<file path="src/adc_i2c_pkg.sv">
// Purpose: Shared constants for the two-wire converter target
// Assumes: System clock of 100 MHz, link sampled by it
// Notes: Address prefix and command fields
`default_nettype none
package adc_i2c_pkg;
   localparam logic [4:0] ADDR_PREFIX = 5'h12;
   localparam int CMD_SEL_POS = 7;
   localparam int CMD_CH_POS = 4;
   localparam int CMD_PWR_POS = 2;
   localparam logic [7:0] RESULT_RESET = 8'h00;
   localparam logic [7:0] CMD_RESET = 8'h00;
   localparam int SAR_BITS = 8;
   localparam int ACQ_CYCLES = 4;
   localparam int PHASE_CYCLES = 2;
   localparam logic [3:0] BIT_COUNT_ACK = 4'h8;
   typedef enum logic [1:0] {CONV_IDLE, CONV_ACQ, CONV_PH1, CONV_PH2} conv_state_t;
   typedef enum logic [2:0] {BUS_IDLE, BUS_ADDR, BUS_ADDR_ACK, BUS_WRITE, BUS_WACK,
      BUS_READ, BUS_RACK} bus_state_t;
endpackage
`default_nettype wire

</file>
<file path="src/adc_i2c_target.sv">
// Purpose: Two-wire target front end and converter control
// Assumes: Link pins sampled by clk_sys through two flip-flops
// Notes: Clock stretch used only in high speed mode
`default_nettype none
module adc_i2c_target
   import adc_i2c_pkg::*;
(
   input wire logic clk_sys,
   input wire logic reset_n,
   input wire logic scl_in,
   input wire logic sda_in,
   output logic sda_out,
   output logic sda_oe,
   output logic scl_out,
   output logic scl_oe,
   input wire logic addr_strap_hi,
   input wire logic addr_strap_lo,
   input wire logic high_speed_mode,
   input wire logic comparator_high,
   output logic input_type_select,
   output logic [2:0] channel_select,
   output logic [1:0] power_ref_control,
   output logic core_power_on,
   output logic core_clock_on,
   output logic acquire,
   output logic phase_ground,
   output logic phase_apply,
   output logic [SAR_BITS-1:0] trial_bits
);
   typedef struct packed {
      logic [1:0] scl_sync;
      logic [1:0] sda_sync;
      logic scl_d;
      logic sda_d;
      bus_state_t st;
      logic [3:0] bitcnt;
      logic [7:0] shreg;
      logic [7:0] txreg;
      logic strap_done;
      logic [1:0] strap;
      logic [1:0] strap_meta;
      logic [1:0] strap_pin;
      logic addressed;
      logic [7:0] cmd;
      logic conv_req;
      logic stretch;
      logic sda_out;
      logic sda_oe;
      logic scl_oe;
      logic input_type_select;
      logic [2:0] channel_select;
      logic [1:0] power_ref_control;
      logic core_on;
      logic acquire;
      logic ph1;
      logic ph2;
      logic [SAR_BITS-1:0] trial;
   } tgt_t;
   tgt_t s, next_s;

   logic scl, sda, scl_rise, scl_fall, start_seen, stop_seen;
   logic sar_busy, sar_done, sar_acq, sar_ph1, sar_ph2;
   logic [SAR_BITS-1:0] sar_trial, sar_result;
   logic [6:0] own_addr;

   assign scl = s.scl_sync[1];
   assign sda = s.sda_sync[1];
   assign scl_rise = scl && !s.scl_d;
   assign scl_fall = !scl && s.scl_d;
   assign start_seen = scl && s.scl_d && s.sda_d && !sda;
   assign stop_seen = scl && s.scl_d && !s.sda_d && sda;
   assign own_addr = {ADDR_PREFIX, s.strap};

   sar_sequencer u_sar (
      .clk_sys(clk_sys),
      .reset_n(reset_n),
      .start(s.conv_req),
      .comparator_high(comparator_high),
      .busy(sar_busy),
      .done(sar_done),
      .acquire(sar_acq),
      .phase_ground(sar_ph1),
      .phase_apply(sar_ph2),
      .trial(sar_trial),
      .result(sar_result)
   );

   always_comb begin
      next_s = s;
      next_s.scl_sync = {s.scl_sync[0], scl_in};
      next_s.sda_sync = {s.sda_sync[0], sda_in};
      next_s.strap_meta = {addr_strap_hi, addr_strap_lo};
      next_s.strap_pin = s.strap_meta;
      next_s.scl_d = scl;
      next_s.sda_d = sda;
      next_s.conv_req = 1'b0;
      next_s.acquire = sar_acq;
      next_s.ph1 = sar_ph1;
      next_s.ph2 = sar_ph2;
      next_s.trial = sar_trial;
      // Data settles one cycle before the clock is freed
      if (!sar_busy && !sar_done && s.stretch && !s.conv_req) begin
         next_s.stretch = 1'b0;
      end
      next_s.scl_oe = next_s.stretch;
      if (start_seen) begin
         next_s.st = BUS_ADDR;
         next_s.bitcnt = 4'h0;
         next_s.sda_oe = 1'b0;
         next_s.addressed = 1'b0;
      end else if (stop_seen) begin
         next_s.st = BUS_IDLE;
         next_s.sda_oe = 1'b0;
         next_s.addressed = 1'b0;
      end else if (scl_rise) begin
         unique case (s.st)
            BUS_ADDR, BUS_WRITE: begin
               next_s.shreg = {s.shreg[6:0], sda};
               next_s.bitcnt = s.bitcnt + 4'h1;
               if (s.st == BUS_ADDR && s.bitcnt == 4'h7 && !s.strap_done) begin
                  next_s.strap = s.strap_pin;
                  next_s.strap_done = 1'b1;
               end
               if (s.st == BUS_WRITE && s.bitcnt == 4'h3 && !high_speed_mode) begin
                  next_s.conv_req = 1'b1;
               end
            end
            BUS_READ: begin
               next_s.bitcnt = s.bitcnt + 4'h1;
            end
            BUS_RACK: begin
               if (sda) begin
                  next_s.st = BUS_IDLE;
               end else begin
                  next_s.st = BUS_READ;
                  next_s.bitcnt = 4'h0;
               end
            end
            default: begin
            end
         endcase
      end else if (scl_fall) begin
         unique case (s.st)
            BUS_ADDR: begin
               if (s.bitcnt == BIT_COUNT_ACK) begin
                  if (s.shreg[7:1] == own_addr) begin
                     next_s.st = BUS_ADDR_ACK;
                     next_s.addressed = 1'b1;
                     next_s.sda_out = 1'b0;
                     next_s.sda_oe = 1'b1;
                  end else begin
                     next_s.st = BUS_IDLE;
                  end
               end
            end
            BUS_ADDR_ACK: begin
               next_s.bitcnt = 4'h0;
               if (s.shreg[0]) begin
                  next_s.st = BUS_READ;
                  next_s.txreg = sar_result;
                  next_s.sda_out = sar_result[7];
                  next_s.sda_oe = !sar_result[7];
                  if (high_speed_mode) begin
                     next_s.stretch = 1'b1;
                     next_s.conv_req = 1'b1;
                     next_s.scl_oe = 1'b1;
                  end
               end else begin
                  next_s.st = BUS_WRITE;
                  next_s.sda_oe = 1'b0;
               end
            end
            BUS_WRITE: begin
               if (s.bitcnt == BIT_COUNT_ACK) begin
                  next_s.st = BUS_WACK;
                  next_s.cmd = s.shreg;
                  next_s.input_type_select = s.shreg[CMD_SEL_POS];
                  next_s.channel_select = s.shreg[CMD_CH_POS +: 3];
                  next_s.power_ref_control = s.shreg[CMD_PWR_POS +: 2];
                  next_s.sda_out = 1'b0;
                  next_s.sda_oe = 1'b1;
               end
            end
            BUS_WACK: begin
               next_s.st = BUS_WRITE;
               next_s.bitcnt = 4'h0;
               next_s.sda_oe = 1'b0;
            end
            BUS_READ: begin
               if (s.bitcnt == BIT_COUNT_ACK) begin
                  next_s.st = BUS_RACK;
                  next_s.sda_oe = 1'b0;
                  next_s.txreg = sar_result;
               end else begin
                  next_s.sda_out = s.txreg[3'(7 - s.bitcnt)];
                  next_s.sda_oe = !s.txreg[3'(7 - s.bitcnt)];
               end
            end
            BUS_RACK: begin
               next_s.sda_oe = 1'b0;
            end
            default: begin
            end
         endcase
      end
      // High speed read data refreshed after the stretched conversion
      if (sar_done && s.st == BUS_READ && s.bitcnt == 4'h0) begin
         next_s.txreg = sar_result;
         next_s.sda_out = sar_result[7];
         next_s.sda_oe = !sar_result[7];
      end
      next_s.core_on = sar_busy || next_s.conv_req || next_s.addressed;
   end

   always_ff @(posedge clk_sys) begin
      if (!reset_n) begin
         s <= '0;
         s.scl_sync <= 2'h3;
         s.sda_sync <= 2'h3;
         s.scl_d <= 1'b1;
         s.sda_d <= 1'b1;
         s.st <= BUS_IDLE;
         s.cmd <= CMD_RESET;
         s.sda_out <= 1'b1;
      end else begin
         s <= next_s;
      end
   end

   assign sda_out = s.sda_out;
   assign sda_oe = s.sda_oe;
   assign scl_out = 1'b0;
   assign scl_oe = s.scl_oe;
   assign input_type_select = s.input_type_select;
   assign channel_select = s.channel_select;
   assign power_ref_control = s.power_ref_control;
   assign core_power_on = s.core_on;
   assign core_clock_on = s.core_on;
   assign acquire = s.acquire;
   assign phase_ground = s.ph1;
   assign phase_apply = s.ph2;
   assign trial_bits = s.trial;
endmodule
`default_nettype wire

</file>
<file path="src/sar_sequencer.sv">
// Purpose: Successive approximation bit decision sequencer
// Assumes: Comparator output is valid during the second phase
// Notes: Acquisition, then two non-overlapping phases per bit
`default_nettype none
module sar_sequencer
   import adc_i2c_pkg::*;
(
   input wire logic clk_sys,
   input wire logic reset_n,
   input wire logic start,
   input wire logic comparator_high,
   output logic busy,
   output logic done,
   output logic acquire,
   output logic phase_ground,
   output logic phase_apply,
   output logic [SAR_BITS-1:0] trial,
   output logic [SAR_BITS-1:0] result
);
   typedef struct packed {
      conv_state_t st;
      logic [2:0] cnt;
      logic [2:0] bit_idx;
      logic [SAR_BITS-1:0] trial;
      logic [SAR_BITS-1:0] result;
      logic done;
   } sar_t;
   sar_t s, next_s;

   always_comb begin
      next_s = s;
      next_s.done = 1'b0;
      unique case (s.st)
         CONV_IDLE: begin
            if (start) begin
               next_s.st = CONV_ACQ;
               next_s.cnt = 3'(ACQ_CYCLES - 1);
            end
         end
         CONV_ACQ: begin
            if (s.cnt == 3'h0) begin
               next_s.st = CONV_PH1;
               next_s.cnt = 3'(PHASE_CYCLES - 1);
               next_s.bit_idx = 3'(SAR_BITS - 1);
               next_s.trial = {1'b1, {(SAR_BITS-1){1'b0}}};
            end else begin
               next_s.cnt = s.cnt - 3'h1;
            end
         end
         CONV_PH1: begin
            if (s.cnt == 3'h0) begin
               next_s.st = CONV_PH2;
               next_s.cnt = 3'(PHASE_CYCLES - 1);
            end else begin
               next_s.cnt = s.cnt - 3'h1;
            end
         end
         CONV_PH2: begin
            if (s.cnt != 3'h0) begin
               next_s.cnt = s.cnt - 3'h1;
            end else begin
               next_s.trial[s.bit_idx] = comparator_high;
               if (s.bit_idx == 3'h0) begin
                  next_s.st = CONV_IDLE;
                  next_s.result = {s.trial[SAR_BITS-1:1], comparator_high};
                  next_s.done = 1'b1;
               end else begin
                  next_s.trial[s.bit_idx - 3'h1] = 1'b1;
                  next_s.bit_idx = s.bit_idx - 3'h1;
                  next_s.st = CONV_PH1;
                  next_s.cnt = 3'(PHASE_CYCLES - 1);
               end
            end
         end
      endcase
   end

   always_ff @(posedge clk_sys) begin
      if (!reset_n) begin
         s <= '{CONV_IDLE, 3'h0, 3'h0, RESULT_RESET, RESULT_RESET, 1'b0};
      end else begin
         s <= next_s;
      end
   end

   assign busy = (s.st != CONV_IDLE);
   assign done = s.done;
   assign acquire = (s.st == CONV_ACQ);
   assign phase_ground = (s.st == CONV_PH1);
   assign phase_apply = (s.st == CONV_PH2);
   assign trial = s.trial;
   assign result = s.result;
endmodule
`default_nettype wire

</file>
<file path="config.mk">
export PLATFORM = sky130hd
export DESIGN_NAME = adc_i2c_target
export DESIGN_NICKNAME = d
export VERILOG_FILES = /design/src/adc_i2c_pkg.sv /design/src/adc_i2c_target.sv /design/src/sar_sequencer.sv
export SDC_FILE = /design/constraint.sdc
export NUM_CORES = 1
export LEC_CHECK = 0
export ABC_AREA = 1
export BUFFER_PORTS_ARGS = -buffer_cell sky130_fd_sc_hd__clkbuf_2
export CORE_MARGIN = 4
export CORE_UTILIZATION = 54
export CTS_CLUSTER_SIZE = 10
export DETAILED_ROUTE_END_ITERATION = 8
export GPL_TIMING_DRIVEN = 0
export HOLD_SLACK_MARGIN = 0.05
export PLACE_DENSITY = 0.76
export SYNTH_ARGS = -nofsm -noshare
export SYNTH_HDL_FRONTEND = slang
export SYNTH_SLANG_ARGS = --single-unit
</file>
<file path="constraint.sdc">
create_clock -name clk_sys -period 1.5 [get_ports clk_sys]
set_input_delay 0.225 -clock clk_sys [delete_from_list [all_inputs] [get_ports clk_sys]]
set_output_delay 0.225 -clock clk_sys [all_outputs]
set_load 0.02 [all_outputs]
</file>
==> results of run 1 <==
[synth_stat cells (2+ instances only)]
cell type	count	share of area
buf_4	16	0.030
nor3_1	6	0.0075
or2_2	7	0.011
nor2_1	53	0.050
ha_1	9	0.028
inv_1	89	0.083
a21oi_1	39	0.049
nor4_1	2	0.0031
nand3_1	40	0.050
clkbuf_1	5	0.0047
o21ai_1	4	0.0050
nand2_1	127	0.12
dfxtp_1	84	0.42
nor2_2	2	0.0031
o21ai_0	47	0.059
nand3_2	3	0.0075
a22oi_1	7	0.013
inv_2	4	0.0037
nand2_2	4	0.0062
a221oi_1	2	0.0044
buf_2	5	0.0062
[worst max-delay path, stage by stage (launching register included)]
cell	delay, ns
dfxtp_4	0.37
inv_4	0.05
ha_4	0.17
clkinvlp_4	0.17
buf_6	0.16
nor4_2	0.35
nand3_2	0.12
a21oi_2	0.11
[where the power goes]
part           leakage, nW  switching (mW)  internal, mW
clock network        0.100           0.800         0.814
logic                 1.66           0.189         0.118
registers            0.685          0.0202          2.23
total                 2.45            1.01          3.17
[area by class of cell]
| type | count | share of cell area |
|---|---|---|
| Buffer | 27 | 0.0373 |
| Clock buffer | 12 | 0.0276 |
| Clock inverter | 4 | 0.00927 |
| Inverter | 93 | 0.0718 |
| Multi-Input combinational cell | 368 | 0.414 |
| Sequential cell | 84 | 0.327 |
| Tap cell | 99 | 0.0235 |
| Timing Repair Buffer | 69 | 0.0896 |
[placed cells by master (no fill, tap or decap), types with 4 or more instances in the layout]
| cell | Yosys | layout |
|---|---|---|
| o21ai_0 | 47 | 33 |
| clkbuf_1 | 5 | 7 |
| buf_6 | 1 | 10 |
| ha_4 | 0 | 7 |
| nand3_1 | 40 | 31 |
| a21oi_1 | 39 | 34 |
| buf_4 | 16 | 45 |
| dlygate4sd3_1 | 0 | 4 |
| dfxtp_1 | 84 | 71 |
| nor2_4 | 1 | 4 |
| clkbuf_8 | 0 | 10 |
| clkbuf_2 | 0 | 29 |
| dfxtp_4 | 0 | 9 |
| inv_1 | 89 | 76 |
| o21ai_1 | 4 | 7 |
| nor2_2 | 2 | 8 |
| nand2_1 | 127 | 116 |
| o21ai_2 | 1 | 12 |
| inv_2 | 4 | 7 |
| nor2_1 | 53 | 44 |
| nand2_2 | 4 | 12 |
| dfxtp_2 | 0 | 4 |
| nor3_1 | 6 | 4 |
| nand3_4 | 1 | 6 |
| or2_2 | 7 | 7 |
| a21oi_2 | 1 | 6 |
| nand3_2 | 3 | 7 |
| a22oi_1 | 7 | 7 |
| inv_4 | 0 | 8 |
[cells by family after synthesis]
kind of cell,Yosys count,share of synthesized area
compound gates,108,0.149
xor+xnor,1,0.00218
fa+ha+maj,9,0.0280
buf+inv,121,0.131
flops,84,0.419
other cells,1,0.000934
simple gates,249,0.269
[path summary, 6_finish.rpt]
check / cells after the start / slack, ns / startpoint / to
setup / recovery: 7 / -0.06 / s[63] / s[57]
hold / removal: 3 / 0.21 / comparator_high / u_sar.result[0]
setup reg to reg: 7 / -0.06 / s[63] / s[57]
hold reg to reg: 2 / 0.42 / next_s[33] / s[33]
[state kept, by name (all words and copies together), names as in the netlist]
register,count
u_sar.done,1
next_s,6
phase_apply,1
u_sar.s,8
u_sar.trial,8
own_addr,2
acquire,1
sda_out,1
sda_oe,1
phase_ground,1
u_sar.result,8
trial_bits,8
s,37
core_clock_on,1
[layer usage]
layer  vias to the layer above  track usage  part of all wire
li1                       1968            -                 -
met1                      1790        0.309              0.44
met2                       129        0.401              0.48
met3                        21       0.0529             0.055
met4                         0       0.0746             0.023
met5                         -            0                 0
[repair_timing]
action | CTS | global route
gates cloned | 3 | 0
buffers inserted | 22 | 11
gates resized for setup | 73 | 67
hold buffers | 4 | 0
pin swaps | 14 | 20
endpoints found under the setup margin | 58 | 58
hold endpoints to repair | 4 | 0
==> flow_summary.toml, run 1 <==
[outcome]
status = "complete, but fails checks"
violations = "negative setup slack"

[detailed_routing]
viasPerCell = 5.17
drt_iter0_markers = 248
vias = 3908
drc_errors = 0
wire_per_inst_microns = 13.7
first_pass_iters = 5
drt-total-wl_microns = 10400
route.antenna.remaining_nets = 0

[synth]
ys_seq_area_frac = 0.419
syn_inst = 573
syn-num-nets = 590
synth-edff-count = 0
synth_cell_types = 39
ys.flop_type = "dfxtp_1"
synthesis.area_sq_um = 4020
yosysWarningCount = 0
synth.ff_latch_count = 84
avgSynthCellArea_sq_um = 7.01
async_reset_ff_frac = 0

[final_layout]
syn_to_final_growth_pct = 31.1
finalInstanceArea_sq_um = 5260
instances_no_fill = 756
antennaDiodeCount = 0
seqCellArea_sq_um = 1720
final_util = 0.726
nets = 669
drive_gt1_frac = 0.320
multi_input_area_sq_um = 2180
fillCellCount = 565

[pwr]
powerDensity_nw_per_um2 = 793
power_mw = 4.18
peakVddDrop_uv = 580
power_leakage_nw = 2.45

[global_route]
antenna_found_initial = 0
grt_pass1_wl_microns = 16900
grt_max_degree = 14
grt-ovfl-total = 0
track_usage = 0.240
grt_pass1_vias = 3692

[sta]
finalClockSkew_ns = 0.00963
max_slew_margin = 0.525
fin_tns_setup_ns = -0.894
grt_setup_unrepaired = "yes"
setup_ws_ns = -0.0646
finalHoldViolations = 0
finalCritPeriodShare = 1.04
max_freq_mhz = 639
slew_violations = 0
hold_ws_ns = 0.213
post-route-min-period_ns = 1.56
worst_pin_slew_ns = 0.713
finalSetupViolCount = 21

[placed_design]
dp_hpwl_microns = 6620
io_buffers = 29
dp_slack_ns = -0.296
place_inst = 701
placed_area_sq_um = 4340
gp_routability_congestion = 0.861

[cts]
cts_buffer_depth = 2
cts_tree = "built"
cts-root-buf = "clkbuf_8"
htreeDepth = 3
clock_latency_ns = 0.36
clock_sinks = 84
numCtsBuffers = 9
clk_pin_slew_ns = 0.08

[worst_setup_path]
startpoint_type = "flop"
path_class = "flop to flop"
cp-end-kind = "flop"
timing.critical_path.arrival_ns = 1.86
cp_max_fo = 5
cp.required_ns = 1.79

[floorplanning]
ioPinCount = 31
fp.dieH_microns = 94.2
dieArea_sq_um = 8880
die_x_microns = 94.2
rows = 31
start_util = 0.554
design.core.area_sq_um = 7250

[worst_hold_path]
worst_hold_path_type = "input port to flop"

[run]
maxCapViolCount = 0
Note: power is estimated with default switching activity, not from simulation.
==> inputs of run 2 (changes only) <==
- CORE_ASPECT_RATIO: default -> 1.5
==> run 2 against run 1 <==
  * The flow still finishes with violations (negative setup slack)
  * Largest power group unchanged
  * Count of clock-buffer cells in the layout is 1 higher
  * Largest cell class unchanged
  * Via count is 0.72% lower
  * Maximum frequency is 2.3% lower
==> flow_summary.toml, run 2 (synthesis results as in run 1) <==
[outcome]
status = "complete, but fails checks"
violations = "negative setup slack"

[global_route]
track_usage = 0.231
grt_max_degree = 14
grt_pass1_wl_microns = 16300
antenna_found_initial = 0
grt_pass1_vias = 3682
grt-ovfl-total = 0

[worst_setup_path]
timing.critical_path.arrival_ns = 1.86
cp.required_ns = 1.76
reg2reg_depth = 10
slowest_stage = "dfxtp_4"
cp_max_fo = 8
cp-end-kind = "flop"
cp_cell_sequence = "inv_2, ha_4, inv_2, nor2_4, nand2_8, o21ai_4, buf_6, nand3_2, nand2_1, nor2_1"
startpoint = "next_s[63]"
path_class = "flop to flop"
cp_slowest_stage_delay_ns = 0.37
startpoint_type = "flop"
rr_startpoint = "next_s[63]"
cp.buffers_inverters = 3
cp_top_family = "simple AND/OR/NAND/NOR gates"
path_common_cell = "inv_2"
cp_num_cells = 10

[sta]
finalHoldViolations = 0
max_freq_mhz = 624
grt_setup_unrepaired = "yes"
slew_violations = 0
post-route-min-period_ns = 1.60
finalSetupViolCount = 22
finalCritPeriodShare = 1.07
max_slew_margin = 0.502
setup_ws_ns = -0.102
finalClockSkew_ns = 0.00692
hold_ws_ns = 0.216
worst_pin_slew_ns = 0.747

[placed_design]
dp_hpwl_microns = 6760
dp_slack_ns = -0.289
gp_routability_congestion = 0.950
io_buffers = 29
placed_area_sq_um = 4340

[detailed_routing]
route.antenna.remaining_nets = 0
wire_per_inst_microns = 13.7
vias = 3880
drt-total-wl_microns = 10300
first_pass_iters = 5
viasPerCell = 5.15
drc_errors = 0
drt_iter0_markers = 240

[final_layout]
multi_input_area_sq_um = 2240
fillCellCount = 557
nets = 666
final_common_cell = "nand2_1"
final_util = 0.741
drive_gt1_frac = 0.312
top_register = "s"
final_cell_mix = "nand2_1 (114), inv_1 (76), dfxtp_1 (74), nor2_1 (43), buf_4 (38)"
finalInstanceArea_sq_um = 5350
largest_reg_flops = 37
antennaDiodeCount = 0
seqCellArea_sq_um = 1710
syn_to_final_growth_pct = 33.3

[pwr]
power_leakage_nw = 2.48
peakVddDrop_uv = 658
powerDensity_nw_per_um2 = 830

[floorplanning]
fp.dieH_microns = 114
design.core.area_sq_um = 7230
ioPinCount = 31
die_x_microns = 78.4
dieArea_sq_um = 8910
start_util = 0.556
rows = 38

[cts]
cts_tree = "built"
numCtsBuffers = 9
htreeDepth = 3
cts_buffer_depth = 2
clk_pin_slew_ns = 0.08
cts-root-buf = "clkbuf_8"
clock_sinks = 84
clock_latency_ns = 0.36

[worst_hold_path]
worstHoldStart = "high_speed_mode"
whs_path_depth = 3
worst_hold_path_type = "input port to flop"

[run]
maxCapViolCount = 0
[run 2: area by class of cell]
type	count	area share
plain buffers	27	0.0360
clock buffers	13	0.0316
clock inverters	3	0.0126
inverters	93	0.0697
multi-input cells	368	0.419
flip-flops and latches	84	0.320
well taps	100	0.0234
repair buffers	66	0.0874
[run 2: worst paths after layout]
check / to / slack [ns]
max: s[44] / -0.10
min: s[21] / 0.22
max reg2reg: s[44] / -0.10
min reg2reg: s[32] / 0.42
[run 2: metal layers]
metal / vias up / part of all wire / GRT usage
li1: 1957 / - / -
met5: - / 0 / 0
met3: 33 / 0.042 / 0.0553
met4: 0 / 0.035 / 0.113
met1: 1775 / 0.42 / 0.267
met2: 115 / 0.51 / 0.399
[run 2: where the power goes]
| part | switching (mW) | total [mW] | internal (mW) | leakage [nW] |
|---|---|---|---|---|
| combinational | 0.198 | 0.321 | 0.123 | 1.68 |
| sequential | 0.0201 | 2.26 | 2.24 | 0.684 |
| clock | 0.790 | 1.87 | 1.08 | 0.116 |
| total | 1.01 | 4.44 | 3.43 | 2.48 |
[run 2: through the flow]
step	setup TNS (ns)	std cells	power, mW
after floorplan	0	573	2.46
after global placement	-9.26	702	2.52
after detailed placement	-9.92	702	2.53
after CTS	-0.679	741	4.40
after global routing	-3.69	754	4.61
final	-1.10	754	4.44
[run 2: repair_timing]
action	CTS	global route
pin swaps	20	29
resized for setup	58	86
gates cloned	3	0
setup endpoints to repair	58	58
hold endpoints to repair	4	0
buffers inserted	16	14
hold buffers	4	0
[run 2: worst reg2reg max path, stage by stage, from the launching register on]
cell	delay, ns
dfxtp_4	0.37
inv_2	0.08
ha_4	0.12
inv_2	0.05
nor2_4	0.19
nand2_8	0.09
o21ai_4	0.27
buf_6	0.17
nand3_2	0.06
nand2_1	0.06
nor2_1	0.05
==> inputs of run 3 (changes only) <==
- CELL_PAD_IN_SITES_DETAIL_PLACEMENT: default -> 1
- CELL_PAD_IN_SITES_GLOBAL_PLACEMENT: default -> 2
- CORE_UTILIZATION: 54 -> 31
- PLACE_DENSITY: 0.76 -> default
- PLACE_DENSITY_LB_ADDON: default -> 0.1
- SYNTH_HIERARCHICAL: default -> 1
==> run 3 against run 2 <==
  * The run still ends with negative setup slack left
  * Final cell count up 11%
  * Die area up 74%
  * Critical path depth down 2
  * Critical path type unchanged
==> flow_summary.toml, run 3 <==
[sta]
finalCritPeriodShare = 1.01
max_freq_mhz = 661
finalSetupViolCount = 5
worst_pin_slew_ns = 0.660
finalHoldViolations = 0
setup_ws_ns = -0.0138
finalClockSkew_ns = 0.00599
fin_tns_setup_ns = -0.0452
max_slew_margin = 0.560
post-route-min-period_ns = 1.51
grt_setup_unrepaired = "yes"
slew_violations = 0

[cts]
cts_buffer_depth = 2
numCtsBuffers = 9
cts_hold_buf = 0
clock_latency_ns = 0.34
htreeDepth = 3
cts_tree = "built"
cts-root-buf = "clkbuf_16"
clk_pin_slew_ns = 0.07
clock_sinks = 84

[synth]
avgSynthCellArea_sq_um = 6.96
syn_inst = 601
ys.flop_type = "dfxtp_1"
synth.area.top_cells = "dfxtp_1 (40%), nand2_1 (12%), inv_1 (7.1%)"
ys_top_cells_by_count = "nand2_1 (131), dfxtp_1 (84), inv_1 (79)"
synth_top_area_frac = 0.402
synth.ff_latch_count = 84
ys_seq_area_frac = 0.402
async_reset_ff_frac = 0
yosysMostFrequentCell = "nand2_1"
syn-num-nets = 616
yosysWarningCount = 6
synth_largest_area_cell = "dfxtp_1"
synthesis.area_sq_um = 4190
synth_cell_types = 41
synth-edff-count = 0

[global_route]
grt_max_degree = 15
track_usage = 0.165
antenna_found_initial = 0
grt_pass1_wl_microns = 19800
grt_pass1_vias = 4079
grt-ovfl-total = 0

[floorplanning]
dieArea_sq_um = 15500
design.core.area_sq_um = 13100
start_util = 0.320
ioPinCount = 31
die_x_microns = 103
fp.dieH_microns = 150
rows = 51

[worst_hold_path]
worst_hold_path_type = "input port to flop"

[final_layout]
antennaDiodeCount = 0
drive_gt1_frac = 0.345
final_cell_mix = "nand2_1 (117), dfxtp_1 (73), nor2_1 (66), inv_1 (63), buf_4 (61)"
instances_no_fill = 840
final_common_cell = "nand2_1"
top_register = "s"
syn_to_final_growth_pct = 33.2
finalInstanceArea_sq_um = 5570
largest_reg_flops = 37
nets = 691

[pwr]
peakVddDrop_uv = 643
powerDensity_nw_per_um2 = 1000
power_leakage_nw = 2.68
power_mw = 5.58

[placed_design]
gp_routability_congestion = 0.903
dp_hpwl_microns = 8810
io_buffers = 29
dp_slack_ns = -0.394
placed_area_sq_um = 4530
place_inst = 789

[outcome]
violations = "negative setup slack"
status = "complete, but fails checks"

[worst_setup_path]
cp.required_ns = 1.77
cp_max_fo = 8
cp-end-kind = "flop"
path_class = "flop to flop"
timing.critical_path.arrival_ns = 1.78
startpoint_type = "flop"

[detailed_routing]
vias = 3992
viasPerCell = 4.75
wire_per_inst_microns = 14.5
drc_errors = 0
route.antenna.remaining_nets = 0
drt-total-wl_microns = 12200
drt_iter0_markers = 84
first_pass_iters = 4

[run]
maxCapViolCount = 0
## run 3: cells by family after synthesis
logic type / after synthesis / share of synthesized area
buffers and inverters: 129 / 0.152
other: 1 / 0.000896
and+or+nand+nor: 289 / 0.310
adders and majority gates: 7 / 0.0209
DFF: 84 / 0.402
xor gates and xnor gates: 2 / 0.00419
AOI/OAI and AO/OA: 89 / 0.111
## run 3: area by class of cell
type                    count  area [sq um]
clock buffers              12           256
multi-input cells         389          2230
inverters                  88           372
clock inverters             4          77.6
fillers                  1629          7510
flip-flops and latches     84          1710
plain buffers              41           305
well taps                 159           199
repair buffers             63           420
## run 3: routing by layer
layer,up-vias,track usage,part of all wire
met2,48,0.317,0.57
met5,-,0,0
li1,2004,-,-
met3,30,0.0292,0.019
met1,1910,0.168,0.37
met4,0,0.0758,0.037
## run 3: power by group
group / total, mW / internal [mW] / switching, mW / leakage, nW
combinational: 0.725 / 0.256 / 0.469 / 1.83
sequential: 2.33 / 2.28 / 0.0534 / 0.684
clock: 2.52 / 1.56 / 0.958 / 0.164
total: 5.58 / 4.10 / 1.48 / 2.68
## run 3: stage by stage
step           utilization  hold WS [ns]
2_1_floorplan            -         0.323
3_3_place_gp         0.347         0.392
3_5_place_dp         0.347         0.405
4_1_cts              0.400        0.0559
5_1_grt              0.426        0.0608
6_report             0.426        0.0690
## run 3: repair_timing
action	CTS	global route
setup endpoints to repair	60	51
resized for setup	66	88
pin swaps	22	30
buffers inserted	22	11
gates cloned	2	1
## run 3: path summary, 6_finish.rpt
kind                               startpoint          to  slack (ns)  cells past startpoint
worst min register to register     next_s[33]       s[33]        0.41                      2
worst min-delay path            addr_strap_hi  next_s[33]        0.07                      3
worst max-delay path               next_s[63]       s[40]       -0.01                      8
worst max register to register     next_s[63]       s[40]       -0.01                      8
## run 3: critical path, stage by stage (launching register included)
cell	delay, ns
dfxtp_2	0.36
ha_4	0.18
nand3_4	0.08
nand2_4	0.08
nor2_4	0.16
nand4_4	0.23
nand2_4	0.18
o21ai_2	0.06
a21oi_1	0.12
